## config.mk

```make
export PLATFORM = sky130hd
export DESIGN_NAME = pbc_base_clock
export DESIGN_NICKNAME = d
export VERILOG_FILES = /design/src/logic/pbc_pkg.sv /design/src/logic/pbc_base_clock.sv /design/src/logic/pbc_clock_switch.sv
export SDC_FILE = /design/constraint.sdc
export NUM_CORES = 1
export LEC_CHECK = 0
export ABC_AREA = 1
export BUFFER_PORTS_ARGS = -buffer_cell sky130_fd_sc_hd__buf_2
export CORE_MARGIN = 2
export CORE_UTILIZATION = 53
export CTS_CLUSTER_SIZE = 14
export DETAILED_ROUTE_END_ITERATION = 8
export PLACE_DENSITY_LB_ADDON = 0.25
export SLEW_MARGIN = 25
export SYNTH_ARGS = -nofsm -noshare
export SYNTH_HDL_FRONTEND = slang
export SYNTH_SLANG_ARGS = --single-unit
```

## constraint.sdc

```tcl
create_clock -name clk -period 2.2 [get_ports clk]
set_clock_uncertainty 0.15 [all_clocks]
set_input_delay 0.22 -clock clk [delete_from_list [all_inputs] [get_ports clk]]
set_output_delay 0.22 -clock clk [all_outputs]
set_load 0.05 [all_outputs]
```

## src/logic/pbc_pkg.sv

```systemverilog
package pbc_pkg;
  // register indices; byte address is four times the index
  localparam logic [7:0] IDX_CTRL = 8'h1C;
  localparam logic [7:0] IDX_PROG = 8'h1E;
  localparam logic [7:0] IDX_STAT = 8'h1F;
  localparam int unsigned ADDR_W = 8;

  // loop control register fields
  localparam int unsigned CTRL_IE_BIT = 7;
  localparam int unsigned CTRL_FLAG_BIT = 6;
  localparam int unsigned CTRL_ON_BIT = 5;
  localparam int unsigned CTRL_SEL_BIT = 4;
  localparam logic [3:0] CTRL_UNUSED = 4'hF;

  // loop programming register fields
  localparam int unsigned PROG_MUL_HI = 7;
  localparam int unsigned PROG_MUL_LO = 4;
  localparam int unsigned PROG_RNG_HI = 3;
  localparam int unsigned PROG_RNG_LO = 0;

  // status register fields
  localparam int unsigned STAT_BUSY_BIT = 0;
  localparam int unsigned STAT_VCO_BIT = 1;
  localparam int unsigned STAT_LOOP_BIT = 2;
  localparam int unsigned STAT_OSC_BIT = 3;

  // values after reset
  localparam logic [7:0] PROG_RST = 8'h66;
  localparam logic CTRL_ON_RST = 1'b1;
  localparam logic CTRL_SEL_RST = 1'b0;
  localparam logic CTRL_IE_RST = 1'b0;

  // source clock edges to wait during a switch
  localparam logic [1:0] EDGE_WAIT = 2'h3;

  // bus answers
  localparam logic [1:0] RESP_OKAY = 2'h0;
  localparam logic [1:0] RESP_SLVERR = 2'h2;

  typedef enum logic [1:0] {
    PBC_SW_RUN = 2'b00,
    PBC_SW_GATE_OFF = 2'b01,
    PBC_SW_WAIT = 2'b10
  } pbc_sw_state_e;

  typedef struct packed {
    logic busy;
    logic on_vco;
  } pbc_sw_stat_s;
endpackage : pbc_pkg

```

## src/logic/pbc_base_clock.sv

```systemverilog
// Implementation choices: register access over AXI4-Lite and the register offsets.
`timescale 1ns/1ps
// Behaviour
// RULE1: upper nibble of loop programming holds feedback multiplier N.
// RULE2: lower nibble holds VCO linear range multiplier L.
// RULE3: multiplier zero drives the feedback divider as one.
// RULE4: range zero disables the loop and blocks VCO selection.
// RULE5: range zero forces the crystal clock as base source.
// RULE6: a switch waits three crystal and three VCO edges.
// RULE7: base clock output holds still during a switch.
// RULE8: selected clock is divided by two for a 50% duty output.
// RULE9: the select bit picks crystal or VCO as base source.
// RULE10: select one routes VCO over two, zero routes crystal over two.
// RULE11: select cannot be set while the loop is off.
// RULE12: loop-on cannot be cleared while VCO is selected.
// RULE13: loop on/off and select change need separate writes.
// RULE14: reset and stop clear select; reset sets loop-on.
// RULE15: both fields ignore writes while loop on; reset to six.
// RULE16: oscillator enable gates both the oscillator and the loop.
// RULE17: lock detector drives the interrupt request output.
// RULE18: software derives N from VCO over crystal frequency.
// RULE19: software derives L from VCO over the nominal center.
// RULE20: switch gates old source off before new one, synchronised.
module pbc_base_clock (
  // system
  input wire logic clk,
  input wire logic rst_b,
  // axi4-lite write address
  input wire logic [7:0] s_awaddr,
  input wire logic s_awvalid,
  output logic s_awready,
  // axi4-lite write data
  input wire logic [31:0] s_wdata,
  input wire logic [3:0] s_wstrb,
  input wire logic s_wvalid,
  output logic s_wready,
  // axi4-lite write response
  output logic [1:0] s_bresp,
  output logic s_bvalid,
  input wire logic s_bready,
  // axi4-lite read address
  input wire logic [7:0] s_araddr,
  input wire logic s_arvalid,
  output logic s_arready,
  // axi4-lite read data
  output logic [31:0] s_rdata,
  output logic [1:0] s_rresp,
  output logic s_rvalid,
  input wire logic s_rready,
  // clock sources and system inputs
  input wire logic crystal_clock,
  input wire logic vco_clock,
  input wire logic osc_enable_in,
  input wire logic stop_in,
  input wire logic lock_detect_in,
  // outputs
  output logic base_clock_out,
  output logic osc_active,
  output logic loop_active,
  output logic [3:0] feedback_divisor,
  output logic [3:0] vco_range_select,
  output logic lock_irq
);
  // byte address of a register index
  function automatic logic [7:0] reg_addr(input logic [7:0] idx);
    reg_addr = {idx[5:0], 2'b00};
  endfunction : reg_addr

  // decode: 0 ctrl, 1 prog, 2 stat, 3 unmapped
  function automatic logic [1:0] decode(input logic [7:0] a);
    if (a == reg_addr(pbc_pkg::IDX_CTRL)) begin
      decode = 2'd0;
    end else if (a == reg_addr(pbc_pkg::IDX_PROG)) begin
      decode = 2'd1;
    end else if (a == reg_addr(pbc_pkg::IDX_STAT)) begin
      decode = 2'd2;
    end else begin
      decode = 2'd3;
    end
  endfunction : decode

  logic aw_hold_r;
  logic [7:0] awaddr_r;
  logic w_hold_r;
  logic [7:0] wbyte_r;
  logic wlane_r;
  logic wr_fire;
  logic [1:0] wr_sel;
  logic rd_fire;
  logic [1:0] rd_sel;
  logic ctrl_rd;
  logic ctrl_wr;
  logic prog_wr;

  logic ie_r;
  logic flag_r;
  logic on_r;
  logic sel_r;
  logic [7:0] prog_r;
  logic lock_prev_r;
  logic lock_toggle;

  logic [3:0] mul;
  logic [3:0] rng;
  logic rng_zero;
  logic on_nxt;
  logic sel_nxt;
  logic [7:0] ctrl_val;
  logic [7:0] stat_val;
  logic [7:0] rd_val;
  pbc_pkg::pbc_sw_stat_s sw_stat;

  // ---- write channels, taken in either order
  assign s_awready = ~aw_hold_r & ~s_bvalid;
  assign s_wready = ~w_hold_r & ~s_bvalid;
  assign wr_fire = aw_hold_r & w_hold_r & ~s_bvalid;
  assign wr_sel = decode(awaddr_r);
  // a register write lands only with byte lane 0 strobed
  assign ctrl_wr = wr_fire & wlane_r & (wr_sel == 2'd0);
  assign prog_wr = wr_fire & wlane_r & (wr_sel == 2'd1);

  always_ff @(posedge clk or negedge rst_b) begin
    if (!rst_b) begin
      aw_hold_r <= 1'b0;
      awaddr_r <= 8'h00;
    end else if (s_awvalid && s_awready) begin
      aw_hold_r <= 1'b1;
      awaddr_r <= s_awaddr;
    end else if (wr_fire) begin
      aw_hold_r <= 1'b0;
    end
  end

  always_ff @(posedge clk or negedge rst_b) begin
    if (!rst_b) begin
      w_hold_r <= 1'b0;
      wbyte_r <= 8'h00;
      wlane_r <= 1'b0;
    end else if (s_wvalid && s_wready) begin
      w_hold_r <= 1'b1;
      wbyte_r <= s_wdata[7:0];
      wlane_r <= s_wstrb[0];
    end else if (wr_fire) begin
      w_hold_r <= 1'b0;
    end
  end

  always_ff @(posedge clk or negedge rst_b) begin
    if (!rst_b) begin
      s_bvalid <= 1'b0;
    end else if (wr_fire) begin
      s_bvalid <= 1'b1;
    end else if (s_bready) begin
      s_bvalid <= 1'b0;
    end
  end

  // unmapped offsets answer with an error and change nothing
  always_ff @(posedge clk or negedge rst_b) begin
    if (!rst_b) begin
      s_bresp <= pbc_pkg::RESP_OKAY;
    end else if (wr_fire) begin
      s_bresp <= (wr_sel == 2'd3) ? pbc_pkg::RESP_SLVERR
                                  : pbc_pkg::RESP_OKAY;
    end
  end

  // ---- read channel
  assign s_arready = ~s_rvalid;
  assign rd_fire = s_arvalid & s_arready;
  assign rd_sel = decode(s_araddr);
  assign ctrl_rd = rd_fire & (rd_sel == 2'd0);

  always_comb begin
    ctrl_val = {ie_r, flag_r, on_r, sel_r, pbc_pkg::CTRL_UNUSED};
    stat_val = 8'h00;
    stat_val[pbc_pkg::STAT_BUSY_BIT] = sw_stat.busy;
    stat_val[pbc_pkg::STAT_VCO_BIT] = sw_stat.on_vco;
    stat_val[pbc_pkg::STAT_LOOP_BIT] = loop_active;
    stat_val[pbc_pkg::STAT_OSC_BIT] = osc_active;
    if (rd_sel == 2'd0) begin
      rd_val = ctrl_val;
    end else if (rd_sel == 2'd1) begin
      rd_val = prog_r;
    end else if (rd_sel == 2'd2) begin
      rd_val = stat_val;
    end else begin
      rd_val = 8'h00;
    end
  end

  always_ff @(posedge clk or negedge rst_b) begin
    if (!rst_b) begin
      s_rvalid <= 1'b0;
    end else if (rd_fire) begin
      s_rvalid <= 1'b1;
    end else if (s_rready) begin
      s_rvalid <= 1'b0;
    end
  end

  // data held until the next accepted address
  always_ff @(posedge clk or negedge rst_b) begin
    if (!rst_b) begin
      s_rdata <= 32'h0000_0000;
      s_rresp <= pbc_pkg::RESP_OKAY;
    end else if (rd_fire) begin
      s_rdata <= {24'h00_0000, rd_val};
      s_rresp <= (rd_sel == 2'd3) ? pbc_pkg::RESP_SLVERR
                                  : pbc_pkg::RESP_OKAY;
    end
  end

  // ---- programming fields
  assign mul = prog_r[pbc_pkg::PROG_MUL_HI:pbc_pkg::PROG_MUL_LO]; // [RULE1]
  assign rng = prog_r[pbc_pkg::PROG_RNG_HI:pbc_pkg::PROG_RNG_LO]; // [RULE2]
  assign rng_zero = (rng == 4'h0);

  // fields locked while the loop runs
  always_ff @(posedge clk or negedge rst_b) begin
    if (!rst_b) begin
      prog_r <= pbc_pkg::PROG_RST; // [RULE15]
    end else if (prog_wr && !on_r) begin
      prog_r <= wbyte_r; // [RULE15]
    end
  end

  // ---- control interlocks
  always_comb begin
    on_nxt = wbyte_r[pbc_pkg::CTRL_ON_BIT];
    sel_nxt = wbyte_r[pbc_pkg::CTRL_SEL_BIT];
    // no clearing the loop while the VCO drives the output
    if (sel_r && !on_nxt) begin
      on_nxt = 1'b1; // [RULE12]
    end
    // select may only move when the loop bit stays put
    if (on_nxt != on_r) begin
      sel_nxt = sel_r; // [RULE13]
    end
    // no VCO selection while the loop is off or range zero
    if (sel_nxt && (!on_r || rng_zero)) begin
      sel_nxt = 1'b0; // [RULE11] [RULE4]
    end
  end

  always_ff @(posedge clk or negedge rst_b) begin
    if (!rst_b) begin
      on_r <= pbc_pkg::CTRL_ON_RST; // [RULE14]
    end else if (ctrl_wr) begin
      on_r <= on_nxt;
    end
  end

  always_ff @(posedge clk or negedge rst_b) begin
    if (!rst_b) begin
      sel_r <= pbc_pkg::CTRL_SEL_RST; // [RULE14]
    end else if (stop_in) begin
      sel_r <= 1'b0; // [RULE14]
    end else if (rng_zero) begin
      sel_r <= 1'b0; // [RULE5]
    end else if (ctrl_wr) begin
      sel_r <= sel_nxt; // [RULE9]
    end
  end

  always_ff @(posedge clk or negedge rst_b) begin
    if (!rst_b) begin
      ie_r <= pbc_pkg::CTRL_IE_RST;
    end else if (ctrl_wr) begin
      ie_r <= wbyte_r[pbc_pkg::CTRL_IE_BIT];
    end
  end

  // ---- lock change flag; a change beats the clearing read
  assign lock_toggle = (lock_detect_in ^ lock_prev_r) & loop_active;

  always_ff @(posedge clk or negedge rst_b) begin
    if (!rst_b) begin
      lock_prev_r <= 1'b0;
    end else begin
      lock_prev_r <= lock_detect_in;
    end
  end

  always_ff @(posedge clk or negedge rst_b) begin
    if (!rst_b) begin
      flag_r <= 1'b0;
    end else if (lock_toggle) begin
      flag_r <= 1'b1; // [RULE17]
    end else if (ctrl_rd) begin
      flag_r <= 1'b0;
    end
  end

  always_ff @(posedge clk or negedge rst_b) begin
    if (!rst_b) begin
      lock_irq <= 1'b0;
    end else begin
      lock_irq <= (flag_r | lock_toggle) & ie_r & ~ctrl_rd; // [RULE17]
    end
  end

  // ---- analog controls
  always_ff @(posedge clk or negedge rst_b) begin
    if (!rst_b) begin
      osc_active <= 1'b0;
    end else begin
      osc_active <= osc_enable_in; // [RULE16]
    end
  end

  always_ff @(posedge clk or negedge rst_b) begin
    if (!rst_b) begin
      loop_active <= 1'b0;
    end else begin
      loop_active <= osc_enable_in & on_r & ~rng_zero; // [RULE16] [RULE4]
    end
  end

  // a zero multiplier would stall the divider, so it runs as one
  always_ff @(posedge clk or negedge rst_b) begin
    if (!rst_b) begin
      feedback_divisor <= 4'h1;
    end else begin
      feedback_divisor <= (mul == 4'h0) ? 4'h1 : mul; // [RULE3]
    end
  end

  always_ff @(posedge clk or negedge rst_b) begin
    if (!rst_b) begin
      vco_range_select <= 4'h0;
    end else begin
      vco_range_select <= rng; // [RULE2]
    end
  end

  // ---- base clock switch
  pbc_clock_switch u_switch (
    .clk(clk),
    .rst_b(rst_b),
    .crystal_clock(crystal_clock),
    .vco_clock(vco_clock),
    .xtal_en(osc_active),
    .vco_en(loop_active),
    .want_vco(sel_r), // [RULE10]
    .base_clock_out(base_clock_out),
    .stat(sw_stat)
  );
endmodule : pbc_base_clock

```

## src/logic/pbc_clock_switch.sv

```systemverilog
`timescale 1ns/1ps
module pbc_clock_switch (
  // system
  input wire logic clk,
  input wire logic rst_b,
  // source clocks, sampled on clk
  input wire logic crystal_clock,
  input wire logic vco_clock,
  input wire logic xtal_en,
  input wire logic vco_en,
  // selection
  input wire logic want_vco,
  // result
  output logic base_clock_out,
  output pbc_pkg::pbc_sw_stat_s stat
);
  logic [2:0] xs_r;
  logic [2:0] vs_r;
  logic rise_x;
  logic rise_v;
  logic fall_old;
  logic old_en;
  logic done_x;
  logic done_v;
  logic cur_vco_r;
  logic [1:0] cnt_x_r;
  logic [1:0] cnt_v_r;
  pbc_pkg::pbc_sw_state_e state_r;

  // two-flop synchronisers, third stage for edges [RULE20]
  always_ff @(posedge clk or negedge rst_b) begin
    if (!rst_b) begin
      xs_r <= 3'h0;
      vs_r <= 3'h0;
    end else begin
      xs_r <= {xs_r[1:0], crystal_clock & xtal_en};
      vs_r <= {vs_r[1:0], vco_clock & vco_en};
    end
  end

  assign rise_x = xs_r[1] & ~xs_r[2];
  assign rise_v = vs_r[1] & ~vs_r[2];
  assign old_en = cur_vco_r ? vco_en : xtal_en;
  assign fall_old = cur_vco_r ? (~vs_r[1] & vs_r[2])
                              : (~xs_r[1] & xs_r[2]);
  assign done_x = (cnt_x_r == pbc_pkg::EDGE_WAIT) | ~xtal_en;
  assign done_v = (cnt_v_r == pbc_pkg::EDGE_WAIT) | ~vco_en;

  // old source gated off on its falling edge, then both counted [RULE6]
  always_ff @(posedge clk or negedge rst_b) begin
    if (!rst_b) begin
      state_r <= pbc_pkg::PBC_SW_RUN;
      cur_vco_r <= 1'b0;
      cnt_x_r <= 2'h0;
      cnt_v_r <= 2'h0;
    end else begin
      case (state_r)
        pbc_pkg::PBC_SW_RUN: begin
          if (want_vco != cur_vco_r) begin
            state_r <= pbc_pkg::PBC_SW_GATE_OFF;
          end
        end
        pbc_pkg::PBC_SW_GATE_OFF: begin
          if (fall_old || !old_en) begin // [RULE20]
            state_r <= pbc_pkg::PBC_SW_WAIT;
            cnt_x_r <= 2'h0;
            cnt_v_r <= 2'h0;
          end
        end
        pbc_pkg::PBC_SW_WAIT: begin
          if (rise_x && !done_x) begin
            cnt_x_r <= cnt_x_r + 2'h1;
          end
          if (rise_v && !done_v) begin
            cnt_v_r <= cnt_v_r + 2'h1;
          end
          if (done_x && done_v) begin
            cur_vco_r <= want_vco; // [RULE10]
            state_r <= pbc_pkg::PBC_SW_RUN;
          end
        end
        default: begin
          state_r <= pbc_pkg::PBC_SW_RUN;
        end
      endcase
    end
  end

  // divide by two, held still while switching [RULE7] [RULE8]
  always_ff @(posedge clk or negedge rst_b) begin
    if (!rst_b) begin
      base_clock_out <= 1'b0;
    end else if (state_r == pbc_pkg::PBC_SW_RUN &&
                 (cur_vco_r ? rise_v : rise_x)) begin
      base_clock_out <= ~base_clock_out;
    end
  end

  assign stat.busy = (state_r != pbc_pkg::PBC_SW_RUN);
  assign stat.on_vco = cur_vco_r;
endmodule : pbc_clock_switch

```

# Yosys cells after proc, flatten, opt, wreduce, memory -nomap -nowiden

Index checks and enable logic that the tools add are counted.

$add $sub $neg: 2
Equal/unequal tests: 22
Muxes and demuxes: 39
Bitwise logic cells: 37
Reductions and logical operators: 33

Operators with widths:

| cell                  | number |
|---|---|
| $eq A8 B7 Y1 const B  | 6 |
| $mux W2               | 12 |
| $and A1 B1 Y1         | 20 |
| $mux W1               | 20 |
| $mux W8               | 2 |
| $reduce_bool A2 Y1    | 7 |
| $not A1 Y1            | 13 |
| $eq A2 B2 Y1 const B  | 6 |
| $ne A2 B1 Y1 const B  | 5 |
| $logic_and A1 B1 Y1   | 9 |
| $reduce_and A3 Y1     | 3 |
| $logic_not A4 Y1      | 2 |
| $mux W4               | 2 |
| $pmux W2 S2           | 2 |
| $eq A2 B1 Y1 const B  | 3 |
| $logic_not A2 Y1      | 3 |
| $pmux W2 S3           | 1 |
| $logic_not A1 Y1      | 5 |
| $add A2 B1 Y2 const B | 2 |
| $or A1 B1 Y1          | 3 |
| $reduce_bool A3 Y1    | 1 |
| $logic_or A1 B1 Y1    | 2 |
| $ne A1 B1 Y1          | 2 |
| $reduce_and A2 Y1     | 1 |
| $xor A1 B1 Y1         | 1 |

Register bits after elaboration: 71
Output and inout bits: 53
Logic and storage cells: 161

# Logic depth before layout (Yosys ltp)

Gate-level depths: netlist of run 1.

Word-level depth: 10
Depth in mapped cells: 8

# Cells and area by module

From an unflattened synthesis of run 1, not the netlist that was laid out.

Cells, all modules: 356
Area, all modules: 3345.7 µm²

Modules (own cells, without submodules):

| module           | times used | cells each | area each (µm²) |
|---|---|---|---|
| pbc_base_clock   | 1          | 257        | 2552.4 |
| pbc_clock_switch | 1          | 99         | 793.3 |

# Worst setup path after synthesis of run 1

No wires, ideal clock.

Kind: register to register
Start point: register s_bvalid
End point: register awaddr_r[3]
Arrival time: 1.960 ns
Setup slack: -0.037 ns
Cell stages (with the launch flop): 6
Path buffers: 1
Clock period less this slack: 2.237 ns
Path through: dfrtp_1 -> nor2_1 -> nand2_1 -> buf_2 -> nor2_1 -> a21oi_1

Word-level cells in the longest chain between the ends: 3

Ends and longest elaborated chain:

| item                   | RTL line              | RTL |
|---|---|---|
| start, declared        | pbc_base_clock.sv:39  | `output logic s_bvalid,` |
| start signal, assigned | pbc_base_clock.sv:150 | `s_bvalid <= 1'b0;` |
| start signal, assigned | pbc_base_clock.sv:152 | `s_bvalid <= 1'b1;` |
| start signal, assigned | pbc_base_clock.sv:154 | `s_bvalid <= 1'b0;` |
| $not A1 Y1             | pbc_base_clock.sv:114 | `assign s_awready = ~aw_hold_r & ~s_bvalid;` |
| $and A1 B1 Y1          | pbc_base_clock.sv:114 |  |
| named net s_awready    | pbc_base_clock.sv:31  | `output logic s_awready,` |
| $logic_and A1 B1 Y1    | pbc_base_clock.sv:126 | `end else if (s_awvalid && s_awready) begin` |
| end signal, assigned   | pbc_base_clock.sv:128 | `awaddr_r <= s_awaddr;` |
| end, declared          | pbc_base_clock.sv:83  | `logic [7:0] awaddr_r;` |

The timed path passes the listed nets, and every way through them passes these cells.
A chain may end at the register's enable or synchronous reset.

# Worst setup path in the final report of run 1

Start point: register aw_hold_r
End point: output port s_awready

Word-level cells in the longest chain between the ends: 2

Ends and longest elaborated chain:

| item                   | RTL line              | RTL |
|---|---|---|
| start, declared        | pbc_base_clock.sv:82  | `logic aw_hold_r;` |
| start signal, assigned | pbc_base_clock.sv:124 | `aw_hold_r <= 1'b0;` |
| start signal, assigned | pbc_base_clock.sv:127 | `aw_hold_r <= 1'b1;` |
| start signal, assigned | pbc_base_clock.sv:130 | `aw_hold_r <= 1'b0;` |
| $not A1 Y1             | pbc_base_clock.sv:114 |  |
| $and A1 B1 Y1          | pbc_base_clock.sv:114 |  |
| end, declared          | pbc_base_clock.sv:31  |  |

No other way between the ends.

==> results of run 1 <==
-- synthesized netlist by cell type (4+ instances only) --
cell type	n
inv_1	33
mux2_4	6
o21ai_0	7
nor2_2	4
nand2_1	78
dfstp_2	6
nand3_1	38
buf_4	26
dfrtp_1	63
a21oi_1	10
mux2_2	5
nor2_1	39
nand4_1	5
-- worst min-delay path: cells and delay by family --
kind | cells | cell delay (ps)
simple gates | 2 | 130
buf+inv | 1 | 90
compound gates | 1 | 50
-- area by class of cell --
class	count	area (sq um)	area share, %
Sequential cell	69	1734	44.30
Inverter	34	127.6	3.260
Tap cell	75	93.84	2.397
Timing Repair Buffer	89	583.1	14.89
Clock buffer	13	178.9	4.570
Multi-Input combinational cell	236	1180	30.14
Clock inverter	3	17.52	0.4474
-- through the flow --
stage	cells	hold WS [ps]	setup WS [ps]	power, uW
finish	519	20.12	595.3	3708
global route	519	54.33	559.3	3907
CTS	519	10.24	612.4	3736
detailed placement	479	123.6	711.3	2717
global placement	479	116.7	740.2	2677
floorplan	371	-225.6	205.2	2524
-- routing by layer --
| layer | vias up | GRT usage [%] | part of all wire [%] |
|---|---|---|---|
| li1 | 1238 | - | - |
| met1 | 1162 | 24.58 | 43 |
| met4 | 0 | 10.85 | 1.7 |
| met3 | 8 | 4.889 | 6.6 |
| met5 | - | 0 | 0 |
| met2 | 88 | 32.30 | 49 |
-- power breakdown --
part	total (uW)	switching, uW	internal (uW)
sequential	1670	170	1500
clock	982	454	528
combinational	1050	690	365
total	3710	1310	2390
-- final timing paths --
path | end | start | depth (start not counted) | slack (ps)
max in group asynchronous | prog_r[1] | rst_b | 3 | 1300
worst max-delay path | s_awready | aw_hold_r | 2 | 600
worst max register to register | awaddr_r[4] | aw_hold_r | 3 | 650
min in group asynchronous | u_switch.cnt_x_r[0] | rst_b | 3 | 270
worst min register to register | u_switch.vs_r[2] | u_switch.vs_r[1] | 0 | 220
worst min-delay path | sel_r | stop_in | 4 | 20
-- sequential cells by signal, summed over array words and instances (netlist names), 2 cells and up --
| register | cells |
|---|---|
| u_switch.vs_r | 3 |
| prog_r | 8 |
| feedback_divisor | 4 |
| awaddr_r | 8 |
| u_switch.cnt_v_r | 2 |
| s_rdata | 8 |
| vco_range_select | 4 |
| u_switch.state_r | 2 |
| u_switch.cnt_x_r | 2 |
| wbyte_r | 8 |
| u_switch.xs_r | 3 |
-- kinds of logic after synthesis --
family / after synthesis / share of synthesized area, %
AND/OR/NAND/NOR: 175 / 24.84
flip-flops: 69 / 54.65
buffers and inverters: 66 / 11.20
AO/OA/AOI/OAI: 21 / 3.510
multiplexers: 11 / 4.614
adder cells (fa/ha/maj): 2 / 0.7885
other: 1 / 0.1182
XOR/XNOR: 1 / 0.2761
-- timing repair --
| action | 4_1_cts | 5_1_grt |
|---|---|---|
| hold buffers | 24 | 0 |
| buffers inserted | 0 | 0 |
| endpoints found under the hold margin | 87 | 0 |
==> metrics.md, run 1 <==
| Metric | Value |
|---|---|
| WP data arrival | 1230 ps |
| Vias in the first global route | between 2,000 and 2,500 |
| CTS root buf | clkbuf_8 |
| First-pass GRT wire length | 9832 um |
| Cell area after synthesis | 3173 sq um |
| Total grt overflow | 0 |
| DR pass1 iterations | 4 |
| Crit Path Class | reg -> out |
| HPWL Detailed | 4270 um |
| Row cnt | 28 |
| P&R area growth vs syn | 23.38% |
| Leak | about 0.0021 uW |
| Final setup vio count | 0 |
| H-tree depth | 3 |
| Die width | 81.38 um |
| Gpl congestion | ~0.85 |
| Crit start category | flip-flop |
| Dpl cell area | 3478 sq um |
| Number of synthesized flops with an enable pin | 0 |
| I/O pin cnt | 117 |
| # DRC | 0 |
| Tcrit/Tclk final | 72.94% |
| Fillcell total | about 480 |
| Status | complete, no violations |
| Resize count post-CTS | 0 |
| Final hold vios | 0 |
| Critical path's top delay family | flip-flops |
| Crit. End Element | primary output |
| DIE AREA | 6622 sq um |
| Maximum VDD drop | 0.8440 mV |
| FMAX | about 0.62 GHz |
| Cells after Synth | about 350 |
| Syn. warnings | 0 |
| Final Core Density | between 60% and 70% |
| Post-Layout Inst Area | 3915 sq um |
| Total core area | 5851 sq um |
| Avg Synthesized Cell Area | 9.171 sq um |
| Vias per cell | 4.809 |
| Nets | 505 |
| Min Clock Period, post-route | 1605 ps |
| Yosys cell types | 32 |
| Port bufs | 63 |
| Post-synthesis sequential area ratio | 54.65% |
| Vias | 2,496 |
| Critical path's slowest cell | dfrtp_1 |
| #FFs+latches synth | 69 |
| Max-cap violations | 0 |
| Async SR Flop Fraction | between 90% and 100% |
| WL/cell | 11.90 um |
| Drt total wl | 6177 um |
| Max FO, Critical Path | 5 |
| Yosys top cell area share | 49.68% |
| Crit path cell chain | nor2_2 -> buf_2 |
| Leading cell type in the layout, fill and taps excluded | nand2_1 |
| PwrDens | between 900 and 1000 nW/um^2 |
| TritonCTS clock tree | done |
| WP buf/inv | 1 |
| Starting density of the core | ~54% |
| Worst-skew pair later-pin latency | 340 ps |
| Fin. max-slew vios | 0 |
| Iter 0 DRT Violations | about 160 |
| Setup TNS | 0 ps |
| Clock Tree Buf Depth | 2 |
| Initial antenna violation count | 0 |
| CTS buffer count | 9 |
| Synth top area cells | dfrtp_1 50%, nand2_1 9.2%, buf_4 6.2% |
| Required @ worst endpoint | 1830 ps |
| Most frequent cells in the layout | 78 x nand2_1, 63 x dfrtp_1, 63 x buf_2, 38 x nor2_1, 38 x nand3_1 |
| Layout cells sized above 1 | 25.00% |
| Min-delay worst type | in -> reg |
| RSZ-0062 raised after global routing | no |
| CTS clk-pin slew, worst paths | 70 ps |
| Largest area contributor in the netlist | dfrtp_1 |
| Largest net degree at the start of global routing | 70 |
| Routed Antenna Nets | 0 |
| Antenna cell count | 0 |
| Tot GR Track Use | between 15 and 20% |
| Main synth FF type | dfrtp_1 |
| CP peak stage delay | 440 ps |
| Die Ht | 81.38 um |
| CTS sink cnt | 69 |
Note: power is estimated with default switching activity, not from simulation.
==> inputs of run 2 (changes only) <==
- CORE_UTILIZATION: 53 -> 49
- clock period: 2.2 -> 1.5 ns (I/O delays scaled with it)
==> run 2 against run 1 <==
- combinational power is 57% higher
- via count is 0.56% lower
- count of clock-buffer cells in the layout is 1 lower
- wire length is 4.0% higher
- first-iteration DRC count is 15% higher
- non-clock buffer count is 11 higher
- sequential share of layout area is 1.7 points lower
- power is 50% higher
- final area is 4.3% higher
- register-to-register slack worse by 620 ps
- critical path depth is 5 higher
- flip-flop and latch count stayed put
==> metrics.md, run 2 (synthesis gave the netlist of run 1 again) <==
| Metric | Value |
|---|---|
| R2R cell count | 7 (+4) |
| Maximum VDD drop | 1.149 mV (+36%) |
| DR WL met2 | 3038 um (+1.1%) |
| Leak | 0.002163 uW (+1.8%) |
| Most frequent cells in the layout | 73 x nand2_1, 61 x buf_2, 60 x dfrtp_1, 37 x nor2_1, 37 x nand3_1 |
| Tot GR Track Use | 19.11% (-0.84 points) |
| Met3 wire len | 320 um (-21%) |
| Crit Path Class | reg -> reg |
| Tcrit/Tclk final | 97.96% |
| HPWL Detailed | 4351 um (+1.9%) |
| Drt total wl | 6423 um (+4.0%) |
| # DRC | 0 (unchanged) |
| TritonCTS clock tree | done |
| Total core area | 6314 sq um (+7.9%) |
| Post-route met1 wirelength | 2956 um (+11%) |
| Min-delay worst type | in -> reg |
| Crit. End Element | flip-flop |
| Final Core Density | 64.65% (-2.3 points) |
| First-pass GRT wire length | 10,740 um (+9.3%) |
| CTS root buf | clkbuf_8 |
| Die width | 84.47 um (+3.8%) |
| CTS clk-pin slew, worst paths | 80 ps (about the same) |
| Crit start category | flip-flop |
| Vias | 2,482 (-0.56%) |
| WL/cell | 12.07 um (+1.4%) |
| RSZ-0062 raised after global routing | yes |
| WHS Path Cells | 4 (unchanged) |
| WP data arrival | 1550 ps (+320 ps) |
| Min-delay src | s_araddr[3] |
| Final setup vio count | 0 (unchanged) |
| P&R area growth vs syn | 28.63% |
| Worst-skew pair later-pin latency | 350 ps (about the same) |
| Layout cells sized above 1 | 28.57% (+3.6 points) |
| I/O pin cnt | 117 (unchanged) |
| Required @ worst endpoint | 1580 ps (-250 ps) |
| Die Ht | 84.47 um (+3.8%) |
| Min Clock Period, post-route | ~1500 ps |
| H-tree depth | 3 (unchanged) |
| Antenna cell count | 0 (unchanged) |
| Vias in the first global route | 2,387 (+4.3%) |
| DIE AREA | 7135 sq um (+7.8%) |
| Iter 0 DRT Violations | 187 (+15%) |
| Total grt overflow | 0 (unchanged) |
| Row cnt | 29 (+3.6%) |
| Setup slack, reg-to-reg | 30 ps (-620 ps) |
| Hold endpoint | s_rresp[1] |
| Gpl congestion | 0.8139 (-4.7%) |
| Vias per cell | 4.665 (-3.0%) |
| PwrDens | 1367 nW/um^2 (+44%) |
| Routed Antenna Nets | 0 (unchanged) |
| Fin. max-slew vios | 0 (unchanged) |
| Hold slack | 46.37 ps (+26.26 ps) |
| Max-cap violations | 0 (unchanged) |
| Clock Tree Buf Depth | 2 (unchanged) |
| Initial antenna violation count | 0 (unchanged) |
| Max FO, Critical Path | 8 (+3) |
| Status | complete, no violations |
| Nets | 516 (+2.2%) |
| CTS buffer count | 9 (unchanged) |
| FF-to-FF End | prog_r[0] |
| Worst r2r src | awaddr_r[0] |
| DR pass1 iterations | 7 (+3) |
| Largest net degree at the start of global routing | 70 (unchanged) |
| Final hold vios | 0 (unchanged) |
| Leading cell type in the layout, fill and taps excluded | nand2_1 |
| Port bufs | 63 (unchanged) |
| Highest routed metal layer | met4 |
| FMAX | 0.6806 GHz |
| Starting density of the core | 50.26% (-4.0 points) |
| CTS sink cnt | 69 (unchanged) |
run 2: cell types whose count changed in the layout (fill, tap and decap cells not counted), moves of 3 or more:
cell      delta
buf_4        +9
clkbuf_1     +3
clkbuf_8     -4
dfrtp_1      -3
dfrtp_2      +3
nand2_1      -5
nand2_2      +3
nor2_4       +3
run 2: how the worst max path moves through the flow:
stage / startpoint / endpoint / cells past startpoint
global placement: s_bvalid / prog_r[3] / 6
detailed placement: s_bvalid / prog_r[4] / 6
CTS: awaddr_r[1] / prog_r[4] / 6
floorplan: s_bvalid / wbyte_r[1] / 4
finish: awaddr_r[0] / prog_r[0] / 7
global route: awaddr_r[0] / prog_r[3] / 7
run 2: through the flow:
step	std cells	setup TNS (ps)	setup WS (ps)	instance area [sq um]	power, uW
CTS	527	0	19.92	4006	5587
detailed placement	485	0	45.30	3556	4049
floorplan	371	-2941	-219.6	3321	3769
finish	532	0	30.64	4081	5579
global placement	485	0	79.01	3556	4012
global route	532	-383.5	-65.13	4081	5929
run 2: power by group:
part	switching, uW	internal, uW
Combinational	1040	610
Clock	686	767
Sequential	266	2210
Total	1990	3580
run 2: final cells by class:
| class | count | area [sq um] |
|---|---|---|
| repair buffers | 100 | 688.2 |
| clock inverters | 4 | 50.05 |
| multi-input cells | 236 | 1237 |
| inverters | 34 | 136.4 |
| fillers | 505 | 2232 |
| clock buffers | 12 | 135.1 |
| well taps | 77 | 96.34 |
| flip-flops and latches | 69 | 1738 |
run 2: repair_timing:
item / CTS / global route
hold buffers: 26 / 0
cloned: 0 / 0
endpoints found under the hold margin: 95 / 0
pin swaps: 0 / 4
gates resized for setup: 2 / 10
endpoints found under the setup margin: 2 / 14
buffers inserted: 0 / 5
run 2: critical path, stage by stage, from the launching register on:
cell     delay, ps
dfrtp_1        400
nor2_2         150
nand4_1        160
nor2_4         180
buf_12         130
nand2_8         70
nand2_1         80
nand2_1         40
run 2: per-layer routing:
metal	GRT usage, %	vias up
li1	-	1264
met1	25.02	1132
met2	30.38	75
met3	5.998	11
met4	6.638	0
met5	0	-
